<file path="src/accal_defs.svh">
// Offsets, field positions and reset values of the accumulator ALU block.
// Assumes inclusion by bare name from the design file.
`ifndef ACCAL_DEFS_SVH
`define ACCAL_DEFS_SVH
// Byte offsets on the register bus
`define ACCAL_OFF_CMD 12'h000
`define ACCAL_OFF_ACC 12'h004
`define ACCAL_OFF_STAT 12'h008
`define ACCAL_OFF_RES 12'h00c
`define ACCAL_OFF_CYC 12'h010
// Data register window 0x200..0x3fc, one byte per word
`define ACCAL_FILE_SEL 3'h1
`define ACCAL_WIN_HI 11
`define ACCAL_WIN_LO 9
`define ACCAL_IDX_LSB 2
// Command word fields
`define ACCAL_CMD_OP 2:0
`define ACCAL_CMD_DST 3
`define ACCAL_CMD_BIT 6:4
`define ACCAL_CMD_REG_LSB 8
`define ACCAL_CMD_IMM 23:16
// Status word bits
`define ACCAL_ST_C 0
`define ACCAL_ST_DIGIT 1
`define ACCAL_ST_Z 2
`define ACCAL_ST_SKIP 3
// Carry-out positions of the add
`define ACCAL_NIB_CARRY 4
`define ACCAL_BYTE_CARRY 8
// Reset values and bus answers
`define ACCAL_RST_BYTE 8'h00
`define ACCAL_RST_CYC 16'h0000
`define ACCAL_RESP_OKAY 2'h0
`define ACCAL_RESP_SLVERR 2'h2
`endif

</file>
<file path="src/accal_pkg.sv">
// Types shared by the accumulator ALU block.
// Assumes nothing of its surroundings.
`default_nettype none
package accal_pkg;
  typedef enum logic [2:0] {
    OP_NOP = 3'b000,
    OP_ADD_IMM = 3'b001,
    OP_ADD_REG = 3'b010,
    OP_AND_IMM = 3'b011,
    OP_AND_REG = 3'b100,
    OP_BIT_CLR = 3'b101,
    OP_BIT_SET = 3'b110,
    OP_BIT_TEST = 3'b111
  } accal_op_t;
endpackage
`default_nettype wire

</file>
<file path="src/accal_alu.sv">
// Accumulator ALU with add, AND, bit clear/set and bit test with skip,
// its working register, flags and data register file, behind AXI4-Lite.
// Assumes one master with at most one write and one read under way.
`timescale 1ns/10ps
`default_nettype none
`include "accal_defs.svh"

// What this block does
// - add_immediate_to_acc adds 8-bit immediate to accumulator; carry, digit carry, zero updated.
// - add_acc_to_reg adds register to accumulator; destination bit picks target.
// - and_immediate_with_acc ANDs immediate into accumulator; only zero updated.
// - and_acc_with_reg with destination 0 writes accumulator; only zero updated.
// - and_acc_with_reg with destination 1 writes register; accumulator kept.
// - bit_clear_reg clears one bit of a register; flags untouched.
// - bit_set_reg sets one bit of a register; flags untouched.
// - bit_test_skip_when_zero on a one bit: next instruction runs normally.
// - On a zero bit the next instruction becomes a no-operation: two cycles.
module accal_alu import accal_pkg::*; #(
  parameter int FILE_AW = 7
) (
  input wire logic clock, // Core clock
  input wire logic reset, // Async reset, high
  input wire logic [11:0] s_axi_awaddr, // Write address
  input wire logic s_axi_awvalid, // Write address valid
  output logic s_axi_awready, // Write address ready
  input wire logic [31:0] s_axi_wdata, // Write data
  input wire logic [3:0] s_axi_wstrb, // Write strobes
  input wire logic s_axi_wvalid, // Write data valid
  output logic s_axi_wready, // Write data ready
  output logic [1:0] s_axi_bresp, // Write response
  output logic s_axi_bvalid, // Write response valid
  input wire logic s_axi_bready, // Write response ready
  input wire logic [11:0] s_axi_araddr, // Read address
  input wire logic s_axi_arvalid, // Read address valid
  output logic s_axi_arready, // Read address ready
  output logic [31:0] s_axi_rdata, // Read data
  output logic [1:0] s_axi_rresp, // Read response
  output logic s_axi_rvalid, // Read data valid
  input wire logic s_axi_rready, // Read data ready
  output logic [7:0] acc_out, // Working register
  output logic skip_pending // Next command will be discarded
);

  localparam int FILE_DEPTH = 1 << FILE_AW;

  // ----------------------------------------------------------------
  // Helpers
  // ----------------------------------------------------------------
  function automatic logic [7:0] bit_mask(input logic [2:0] pos);
    bit_mask = 8'h01 << pos;
  endfunction

  function automatic logic is_zero(input logic [7:0] v);
    is_zero = (v == 8'h00);
  endfunction

  // ----------------------------------------------------------------
  // State
  // ----------------------------------------------------------------
  logic [7:0] acc_r;
  logic [7:0] acc_nxt;
  logic carry_r;
  logic carry_nxt;
  logic dcarry_r;
  logic dcarry_nxt;
  logic zero_r;
  logic zero_nxt;
  logic skip_r;
  logic skip_nxt;
  logic [7:0] res_r;
  logic [15:0] cyc_r;
  logic [7:0] file_r [0:FILE_DEPTH-1];
  logic awready_r;
  logic bvalid_r;
  logic [1:0] bresp_r;
  logic arready_r;
  logic rvalid_r;
  logic [1:0] rresp_r;
  logic [31:0] rdata_r;

  // ----------------------------------------------------------------
  // Write channel decode
  // ----------------------------------------------------------------
  // Address and data are taken together; holding ready low until both
  // are present is legal and keeps the slave free of a skid buffer.
  wire wr_go = s_axi_awvalid & s_axi_wvalid & ~awready_r & ~bvalid_r;
  wire wr_hs = awready_r & s_axi_awvalid & s_axi_wvalid;
  wire [11:0] aw_off = s_axi_awaddr;
  wire aw_file = aw_off[`ACCAL_WIN_HI:`ACCAL_WIN_LO] == `ACCAL_FILE_SEL;
  wire aw_cmd = aw_off == `ACCAL_OFF_CMD;
  wire aw_acc = aw_off == `ACCAL_OFF_ACC;
  wire aw_stat = aw_off == `ACCAL_OFF_STAT;
  wire aw_ro = (aw_off == `ACCAL_OFF_RES) | (aw_off == `ACCAL_OFF_CYC);
  wire aw_map = aw_file | aw_cmd | aw_acc | aw_stat | aw_ro;
  wire lane0 = s_axi_wstrb[0];
  wire [FILE_AW-1:0] aw_idx = aw_off[`ACCAL_IDX_LSB +: FILE_AW];

  // ----------------------------------------------------------------
  // Instruction decode
  // ----------------------------------------------------------------
  wire exec = wr_hs & aw_cmd & lane0;
  wire accal_op_t op_raw = accal_op_t'(s_axi_wdata[`ACCAL_CMD_OP]);
  // A discarded command still takes its cycle, as a no-operation
  wire accal_op_t op = skip_r ? OP_NOP : op_raw;
  wire dst = s_axi_wdata[`ACCAL_CMD_DST];
  wire [2:0] bsel = s_axi_wdata[`ACCAL_CMD_BIT];
  wire [FILE_AW-1:0] fsel = s_axi_wdata[`ACCAL_CMD_REG_LSB +: FILE_AW];
  wire [7:0] imm = s_axi_wdata[`ACCAL_CMD_IMM];
  wire [7:0] fval = file_r[fsel];

  wire use_imm = (op == OP_ADD_IMM) | (op == OP_AND_IMM);
  wire is_add = (op == OP_ADD_IMM) | (op == OP_ADD_REG);
  wire is_and = (op == OP_AND_IMM) | (op == OP_AND_REG);
  wire reg_op = (op == OP_ADD_REG) | (op == OP_AND_REG);
  wire is_bitw = (op == OP_BIT_CLR) | (op == OP_BIT_SET);

  // ----------------------------------------------------------------
  // Datapath
  // ----------------------------------------------------------------
  wire [7:0] opnd = use_imm ? imm : fval;
  wire [8:0] sum9 = {1'b0, acc_r} + {1'b0, opnd};
  wire [4:0] nib5 = {1'b0, acc_r[3:0]} + {1'b0, opnd[3:0]};
  wire [7:0] andv = acc_r & opnd;
  wire [7:0] mask = bit_mask(bsel);
  wire [7:0] clrv = fval & ~mask;
  wire [7:0] setv = fval | mask;
  // Nop and bit test fall through to the set value; only the result register sees it
  wire [7:0] result = is_add ? sum9[7:0] : (is_and ? andv : ((op == OP_BIT_CLR) ? clrv : setv));

  // Destination select: 0 to accumulator, 1 back to the register
  wire to_acc = use_imm | (reg_op & ~dst);
  wire to_file = is_bitw | (reg_op & dst);
  wire test_skip = (op == OP_BIT_TEST) & is_zero(fval & mask);

  // ----------------------------------------------------------------
  // Next state
  // ----------------------------------------------------------------
  wire acc_wr = wr_hs & aw_acc & lane0;
  wire stat_wr = wr_hs & aw_stat & lane0;

  always_comb begin
    acc_nxt = acc_r;
    if (exec & to_acc) begin
      acc_nxt = result;
    end else if (acc_wr) begin
      acc_nxt = s_axi_wdata[7:0];
    end
  end

  // Bit ops and the bit test leave carry, digit carry and zero alone
  always_comb begin
    carry_nxt = carry_r;
    dcarry_nxt = dcarry_r;
    zero_nxt = zero_r;
    if (exec & is_add) begin
      carry_nxt = sum9[`ACCAL_BYTE_CARRY];
      dcarry_nxt = nib5[`ACCAL_NIB_CARRY];
      zero_nxt = is_zero(result);
    end else if (exec & is_and) begin
      zero_nxt = is_zero(result);
    end else if (stat_wr) begin
      carry_nxt = s_axi_wdata[`ACCAL_ST_C];
      dcarry_nxt = s_axi_wdata[`ACCAL_ST_DIGIT];
      zero_nxt = s_axi_wdata[`ACCAL_ST_Z];
    end
  end

  // Any executed command clears a pending skip; a failing test arms it
  assign skip_nxt = exec ? test_skip : skip_r;

  wire file_we = (exec & to_file) | (wr_hs & aw_file & lane0);
  wire [FILE_AW-1:0] file_wa = exec ? fsel : aw_idx;
  wire [7:0] file_wd = exec ? result : s_axi_wdata[7:0];

  // ----------------------------------------------------------------
  // Core registers
  // ----------------------------------------------------------------
  // Flags reset clear; software may preset carry, digit carry and zero through the status word
  always_ff @(posedge clock or posedge reset) begin
    if (reset) begin
      acc_r <= `ACCAL_RST_BYTE;
      carry_r <= 1'b0;
      dcarry_r <= 1'b0;
      zero_r <= 1'b0;
      skip_r <= 1'b0;
    end else begin
      acc_r <= acc_nxt;
      carry_r <= carry_nxt;
      dcarry_r <= dcarry_nxt;
      zero_r <= zero_nxt;
      skip_r <= skip_nxt;
    end
  end

  // Every executed command, discarded ones too, counts one cycle
  always_ff @(posedge clock or posedge reset) begin
    if (reset) begin
      res_r <= `ACCAL_RST_BYTE;
      cyc_r <= `ACCAL_RST_CYC;
    end else if (exec) begin
      res_r <= result;
      cyc_r <= cyc_r + 16'h0001;
    end
  end

  // Clearing the whole file on reset costs area but keeps every read defined
  always_ff @(posedge clock or posedge reset) begin
    if (reset) begin
      for (int i = 0; i < FILE_DEPTH; i++) begin
        file_r[i] <= `ACCAL_RST_BYTE;
      end
    end else if (file_we) begin
      file_r[file_wa] <= file_wd;
    end
  end

  // ----------------------------------------------------------------
  // Write response
  // ----------------------------------------------------------------
  // An unmapped address is answered with an error rather than left hanging
  always_ff @(posedge clock or posedge reset) begin
    if (reset) begin
      awready_r <= 1'b0;
      bvalid_r <= 1'b0;
      bresp_r <= `ACCAL_RESP_OKAY;
    end else begin
      awready_r <= wr_go;
      if (wr_hs) begin
        bvalid_r <= 1'b1;
        bresp_r <= aw_map ? `ACCAL_RESP_OKAY : `ACCAL_RESP_SLVERR;
      end else if (s_axi_bready) begin
        bvalid_r <= 1'b0;
      end
    end
  end

  // ----------------------------------------------------------------
  // Read channel
  // ----------------------------------------------------------------
  wire rd_go = s_axi_arvalid & ~arready_r & ~rvalid_r;
  wire rd_hs = arready_r & s_axi_arvalid;
  wire [11:0] ar_off = s_axi_araddr;
  wire ar_file = ar_off[`ACCAL_WIN_HI:`ACCAL_WIN_LO] == `ACCAL_FILE_SEL;
  wire [FILE_AW-1:0] ar_idx = ar_off[`ACCAL_IDX_LSB +: FILE_AW];
  wire [3:0] stat_v = {skip_r, zero_r, dcarry_r, carry_r};
  wire ar_map = ar_file | (ar_off == `ACCAL_OFF_CMD) | (ar_off == `ACCAL_OFF_ACC) |
                (ar_off == `ACCAL_OFF_STAT) | (ar_off == `ACCAL_OFF_RES) | (ar_off == `ACCAL_OFF_CYC);
  logic [31:0] rd_mux;

  // The command word reads as zero; it only triggers execution
  always_comb begin
    rd_mux = 32'h0000_0000;
    if (ar_file) begin
      rd_mux = {24'h000000, file_r[ar_idx]};
    end else if (ar_off == `ACCAL_OFF_ACC) begin
      rd_mux = {24'h000000, acc_r};
    end else if (ar_off == `ACCAL_OFF_STAT) begin
      rd_mux = {28'h0000000, stat_v};
    end else if (ar_off == `ACCAL_OFF_RES) begin
      rd_mux = {24'h000000, res_r};
    end else if (ar_off == `ACCAL_OFF_CYC) begin
      rd_mux = {16'h0000, cyc_r};
    end
  end

  always_ff @(posedge clock or posedge reset) begin
    if (reset) begin
      arready_r <= 1'b0;
      rvalid_r <= 1'b0;
      rresp_r <= `ACCAL_RESP_OKAY;
      rdata_r <= 32'h0000_0000;
    end else begin
      // Read data is captured at the address handshake; later writes do not alter it
      arready_r <= rd_go;
      if (rd_hs) begin
        rvalid_r <= 1'b1;
        rdata_r <= rd_mux;
        rresp_r <= ar_map ? `ACCAL_RESP_OKAY : `ACCAL_RESP_SLVERR;
      end else if (s_axi_rready) begin
        rvalid_r <= 1'b0;
      end
    end
  end

  // ----------------------------------------------------------------
  // Outputs
  // ----------------------------------------------------------------
  // Every output is a flip-flop, so the bus never sees decode glitches
  assign s_axi_awready = awready_r;
  assign s_axi_wready = awready_r;
  assign s_axi_bvalid = bvalid_r;
  assign s_axi_bresp = bresp_r;
  assign s_axi_arready = arready_r;
  assign s_axi_rvalid = rvalid_r;
  assign s_axi_rresp = rresp_r;
  assign s_axi_rdata = rdata_r;
  assign acc_out = acc_r;
  assign skip_pending = skip_r;

endmodule // accal_alu
`default_nettype wire

</file>
<file path="config.mk">
export PLATFORM = sky130hd
export DESIGN_NAME = accal_alu
export DESIGN_NICKNAME = d
export VERILOG_FILES = /design/src/accal_pkg.sv /design/src/accal_alu.sv
export VERILOG_INCLUDE_DIRS = /design/src
export SDC_FILE = /design/constraint.sdc
export NUM_CORES = 2
export LEC_CHECK = 0
export BUFFER_PORTS_ARGS = -buffer_cell sky130_fd_sc_hd__buf_2
export CAP_MARGIN = 25
export CORE_UTILIZATION = 35
export DETAILED_ROUTE_END_ITERATION = 8
export GPL_TIMING_DRIVEN = 0
export PLACE_DENSITY_LB_ADDON = 0.2
export SYNTH_ARGS = -nofsm -noshare
export SYNTH_HDL_FRONTEND = slang
export SYNTH_SLANG_ARGS = --single-unit
</file>
<file path="constraint.sdc">
create_clock -name clock -period 47.2 [get_ports clock]
set_input_delay 11.8 -clock clock [delete_from_list [all_inputs] [get_ports clock]]
set_output_delay 11.8 -clock clock [all_outputs]
set_load 0.02 [all_outputs]
</file>
# == Yosys cells after proc, flatten, opt, wreduce, memory -nomap -nowiden ==
# Cells that the tools add are included.
# classes
n_eq_ne,18
shifts,1
n_mux,38
n_lt_le_gt_ge,4
bitwise_logic,54
add_sub_neg,3
n_reduce_logical,11
# ops
operator,n
bitwise mux 1024 bit,1
binary-select mux 8 bit (select 7 bit),2
two-way mux 8 bit,12
two-way mux 16 bit,5
demux 8 bit (select 7 bit),1
equality test 12 x 4 -> 1 bit (second input constant),4
bitwise AND 8 bit,3
equality test 12 x 3 -> 1 bit (second input constant),2
equality test 12 x 5 -> 1 bit (second input constant),2
greater-or-equal comparator 8 bit (second input constant),3
zero test 12 bit,2
NOT 7 -> 8 bit,3
bitwise AND 1 bit,23
bitwise OR 1 bit,18
adder 16 x 1 -> 16 bit (second input constant),1
zero test 8 bit,2
two-way mux 1 bit,13
equality test 3 bit (second input constant),4
adder 8 x 8 -> 9 bit,1
equality test 3 x 1 -> 1 bit (second input constant),3
less-than comparator 8 x 1 -> 1 bit (second input constant),1
NOT 8 bit,1
bitwise OR 8 bit,1
nonzero test 2 bit,4
11 further kinds,17
# totals
ff_bits,1100
elab_cells,271
out_inout_bits,50
inputBits,67

# == Depth between registers and ports, before layout ==
# logic_depth
ltp_word,11
depth_mapped,26
mapped_depth_nobuf,17

# == Worst setup path before layout ==
# Ideal clock, no wire load.
# synth_timing
path_kind,input port to flip-flop
startpoint,input s_axi_wdata[9]
endpoint,register file_r[343] (netlist name)
required_ps,47063
slack_ps,30753
n_path_buf,8
stages,22
setup_ps,137
arrival_ps,16310
cell_sequence,buf_2 -> buf_4 -> buf_6 -> buf_6 -> buf_2 -> mux4_2 -> mux4_2 -> o2111ai_1 -> o211a_1 -> or3_1 -> o21ai_0 -> ha_1 -> inv_1 -> o21ai_0 -> a2111o_1 -> a21oi_1 -> and3b_1 -> o41ai_2 -> buf_2 -> buf_4 -> buf_2 -> o21ai_0
# synth_between
elab_chain_len,10
word_cells_on_any_way,21
classes_between,add/sub: 1; order compare: 2; mux: 12; bitwise: 5; reduce/logical: 1
# synth_rtl
item,line,text
"start, declared",accal_alu.sv:26,"input wire logic [31:0] s_axi_wdata,"
"parallel branches: the longest is 9 deep, another holds adder 8 x 8 -> 9 bit",n/a,
bitwise mux 1024 bit (*),accal_alu.sv:213,file_r[file_wa] <= file_wd;
"end signal, assigned by index",accal_alu.sv:210,file_r[i] <= `ACCAL_RST_BYTE;
"end signal, assigned by index",accal_alu.sv:213,
"end, declared",accal_alu.sv:72,logic [7:0] file_r [0:FILE_DEPTH-1];
# Every way passes the cells marked *. The select of a mux whose other input is x is not followed.
# A chain may end at the register's enable or synchronous reset.

# == Worst setup path after layout ==
# layout_timing
startpoint,input s_axi_wdata[10]
endpoint,register file_r[23] (netlist name)
# Same word-level chain as after synthesis.

==> results.md <==
Synthesis:
- Of the synthesized area, sequential elements account for 0.4623.
- After synthesis, the mean cell area works out to 12.15 sq um.
- After synthesis, the largest family of logic cells by area is multiplexers.
- The post-synthesis register bit count is 1082.
- The largest total area in the synthesized netlist belongs to dfrtp_1.
- Of the total synthesized cell area, the portion taken by XOR and XNOR cells is 0.003141.
- Counting distinct cell types in the post-synthesis netlist gives 79.
- Sorting the synthesized cells by area gives the leading types as dfrtp_1 (46%), mux4_2 (21%), mux2_2 (8.1%).
- For this run, the number of Yosys warnings is 0.
- The cell area after technology mapping is 58560 sq um.
- Yosys mapped a number of flops with a built-in enable equal to 0.
- The area fraction in compound gates after synthesis is 0.09601.
- The synthesized-area fraction occupied by adder cells is 0.002265.
- Of the total synthesized cell area, the portion taken by AND, OR, NAND and NOR gates is 0.08783.
- After synthesis, the share of flip-flops with an asynchronous set or reset is 1.000.
- The most used flip-flop cell after synthesis is dfrtp_1.
- The multiplexer fraction of the synthesized cell area is 0.3147.
- Of the post-synthesis cell area, the dominant cell type holds 0.4623.
- The number of standard cells after synthesis is 4821.

Cells and area:
- The library cells used most frequently in the layout, excluding fill and tap cells, are dfrtp_1 (1082), nand2_1 (735), mux4_2 (535).
- Leaving out fill and tap cells, the most frequent cell in the layout is dfrtp_1.
- The net count of the finished layout is 5172.
- Of the cells placed in the final design, the portion with a size suffix greater than 1 is 0.2901.
- The area added between synthesis and finish is 14.56%.

Global route:
- The pin count of the biggest net entering global routing is 122.
- The global-route wire length before repair is 382.0 mm.
- The number of antenna violations at the first check in global routing is 27.
- The total global routing track utilization is 0.3312.
- The via count of the first global-routing pass is 44799.
- The total congestion overflow after global routing is 0.

Timing:
- The final-report max-slew violation count is 0.
- The highest attainable clock frequency is 49.44 MHz.
- Setup slack on the critical path of the routed design comes to 26.97 ns.
- The final-report hold violation count came to 0.
- The final worst-path cycle share is 0.4286.
- For the pin with the worst max-slew slack, the measured transition is 1.214 ns.
- Across all hold checks on the routed design, the worst slack comes to 0.4595 ns.
- The relative slew slack is 0.1897.
- Clock skew on the completed layout was measured at 0.04570 ns.
- The number of setup violations in the final report is 0.
- Setup repair after global routing left no endpoint under its margin.
- The final critical delay including setup and external delays is 20.23 ns.

Clock tree:
- Post-CTS timing repair inserted 0 buffers for setup.
- The tree built by TritonCTS fans out to 1082 sinks.
- The clock latency at the later pin of the worst-skew pair is 0.81 ns.
- TritonCTS created 130 clock buffers.
- No sink is reached through more buffers than the 3 on the longest clock path.
- The library cell used as clock root buffer is clkbuf_16.
- The count of hold-fix buffers inserted at cts is 0.
- The post-cts sizing count is 0.
- The total number of H-tree levels is 4.
- TritonCTS built the clock tree.
- The clock transition at the register clock pins on the worst setup and hold paths after CTS is 0.06 ns.

Drt:
- Once detail routing completed, the nets flagged for antenna violations numbered 0.
- The detailed router finished its first iteration with 7044 violations.
- In the final routed layout, each cell accounts on average for 37.97 microns.
- For this run, design rule violations remaining after detail routing come to 0.
- Wires add up to 280.5 mm.
- The number of vias per cell is 6.422.
- For this run, the detailed router's first-pass iteration total came to 9.
- The total number of vias is 47441.

Floorplanning:
- The die is 411.1 microns wide.
- The vertical die dimension is 411.1 microns.
- The count of boundary I/O pins is 117.
- The full die area is 169000 sq um.
- The total area inside the core boundary comes to 165500 sq um.
- The starting utilization of the core area is 0.3538.
- The site row count is 149.

Power:
- Power comes to 2.204 mW.
- In this run the power density over the cells is 32.85 nW/um^2.
- VDD sags by at most 0.03500 mV.
- In this run the static leakage power is 28.83 nW.

Place:
- Routability-driven placement finished with a final weighted congestion of 1.032.
- Port buffering added 74 buffers.
- Detailed placement finished with a half-perimeter wire length of 200.1 mm.
- The setup slack at placement is 26.81 ns.

Worst hold path:
- The path class of the tightest hold or removal check is reg -> reg.

Setup path:
- Of all nets on the critical path, the largest fanout is 10.
- At the worst endpoint, the required time is 47.84 ns.
- The critical path is of the in -> reg type.
- The register-to-register setup slack is 40.52 ns.
- The endpoint arrival time on the critical path is 20.86 ns.
- STA classifies the critical path endpoint as a flop.
- STA classifies the critical path startpoint as an input port.

Run:
- Across the run, the number of max-cap violations was 0.

Outcome:
- The flow ran to the end, and the final reports show no timing, DRC or antenna violations.
[worst paths after layout]
| path | start | end | cells after the start |
|---|---|---|---|
| worst min-delay path | s_axi_rvalid | s_axi_arready | 1 |
| max in group asynchronous | reset | file_r[727] | 5 |
| min in group asynchronous | reset | s_axi_awready | 2 |
| worst max-delay path | s_axi_wdata[10] | file_r[23] | 20 |
| worst max register to register | file_r[385] | file_r[23] | 19 |
| worst min register to register | s_axi_rvalid | s_axi_arready | 1 |
[cell type report]
cell class                      instances  area [sq um]
Buffer                                361          1974
Fill cell                           15899         98460
Tap cell                             2189          2739
Clock buffer                          179          3764
Antenna cell                           11         27.53
Inverter                               21         86.33
Multi-Input combinational cell       3374         29600
Timing Repair Buffer                  125          1205
Clock inverter                         45         616.8
Sequential cell                      1082         27080
[cell usage after synthesis, drive strengths merged, types with 35 or more instances]
library cell	number
buf	183
a22oi	35
mux2	420
mux2i	165
nand2	735
nor2	354
o22ai	43
o31ai	134
a21oi	173
clkbuf	178
dfrtp	1082
mux4	535
o21ai	432
[routing by layer]
metal,global-route usage,wire [microns]
met3,0.1327,38450
met1,0.4384,108200
met5,0,161
met2,0.4516,114200
met4,0.2002,19490
[power breakdown]
part	total, mW	switching (mW)	internal (mW)	leakage [nW]
Sequential	0.931	0.00140	0.930	15.1
Clock	1.06	0.435	0.624	2.16
Combinational	0.214	0.164	0.0499	11.6
[cells by family after synthesis]
logic type	count (synthesis)
buffers and inverters	382
flip-flops	1082
other	1
adder cells (fa/ha/maj)	10
AND/OR/NAND/NOR	1261
XOR/XNOR	21
AO/OA/AOI/OAI	944
multiplexers	1120
[state kept, by name, indices dropped and copies added (netlist names), 8 cells and up]
register	flops
res_r	8
acc_out	8
s_axi_rdata	16
file_r	1024
cyc_r	16
[worst max-delay path: stages]
cell and delay [ns]:
buf_2 0.20, buf_2 0.41, clkbuf_1 0.83, buf_1 0.77, clkbuf_1 0.93, clkbuf_1 0.91
o21ai_0 0.42, a211oi_2 0.83, or3_1 0.25, o21ai_0 0.11, ha_1 0.34, inv_1 0.06
o21ai_0 0.14, a2111o_1 0.45, a21oi_1 0.11, and3b_1 0.22, o41ai_2 0.60, buf_2 0.64
clkbuf_1 0.59, o21ai_0 0.19
[stage by stage]
| step | instances | setup TNS (ns) | area, sq um | util |
|---|---|---|---|---|
| 2_1_floorplan | 4838 | 0 | 58630 | - |
| 3_3_place_gp | 7101 | -9328.88 | 61740 | 0.3729 |
| 3_5_place_dp | 7148 | 0 | 62640 | 0.3784 |
| 4_1_cts | 7372 | 0 | 67020 | 0.4048 |
| 5_1_grt | 7376 | 0 | 67060 | 0.4051 |
| 6_report | 7387 | 0 | 67090 | 0.4053 |
(Power assumes the default switching activity.)
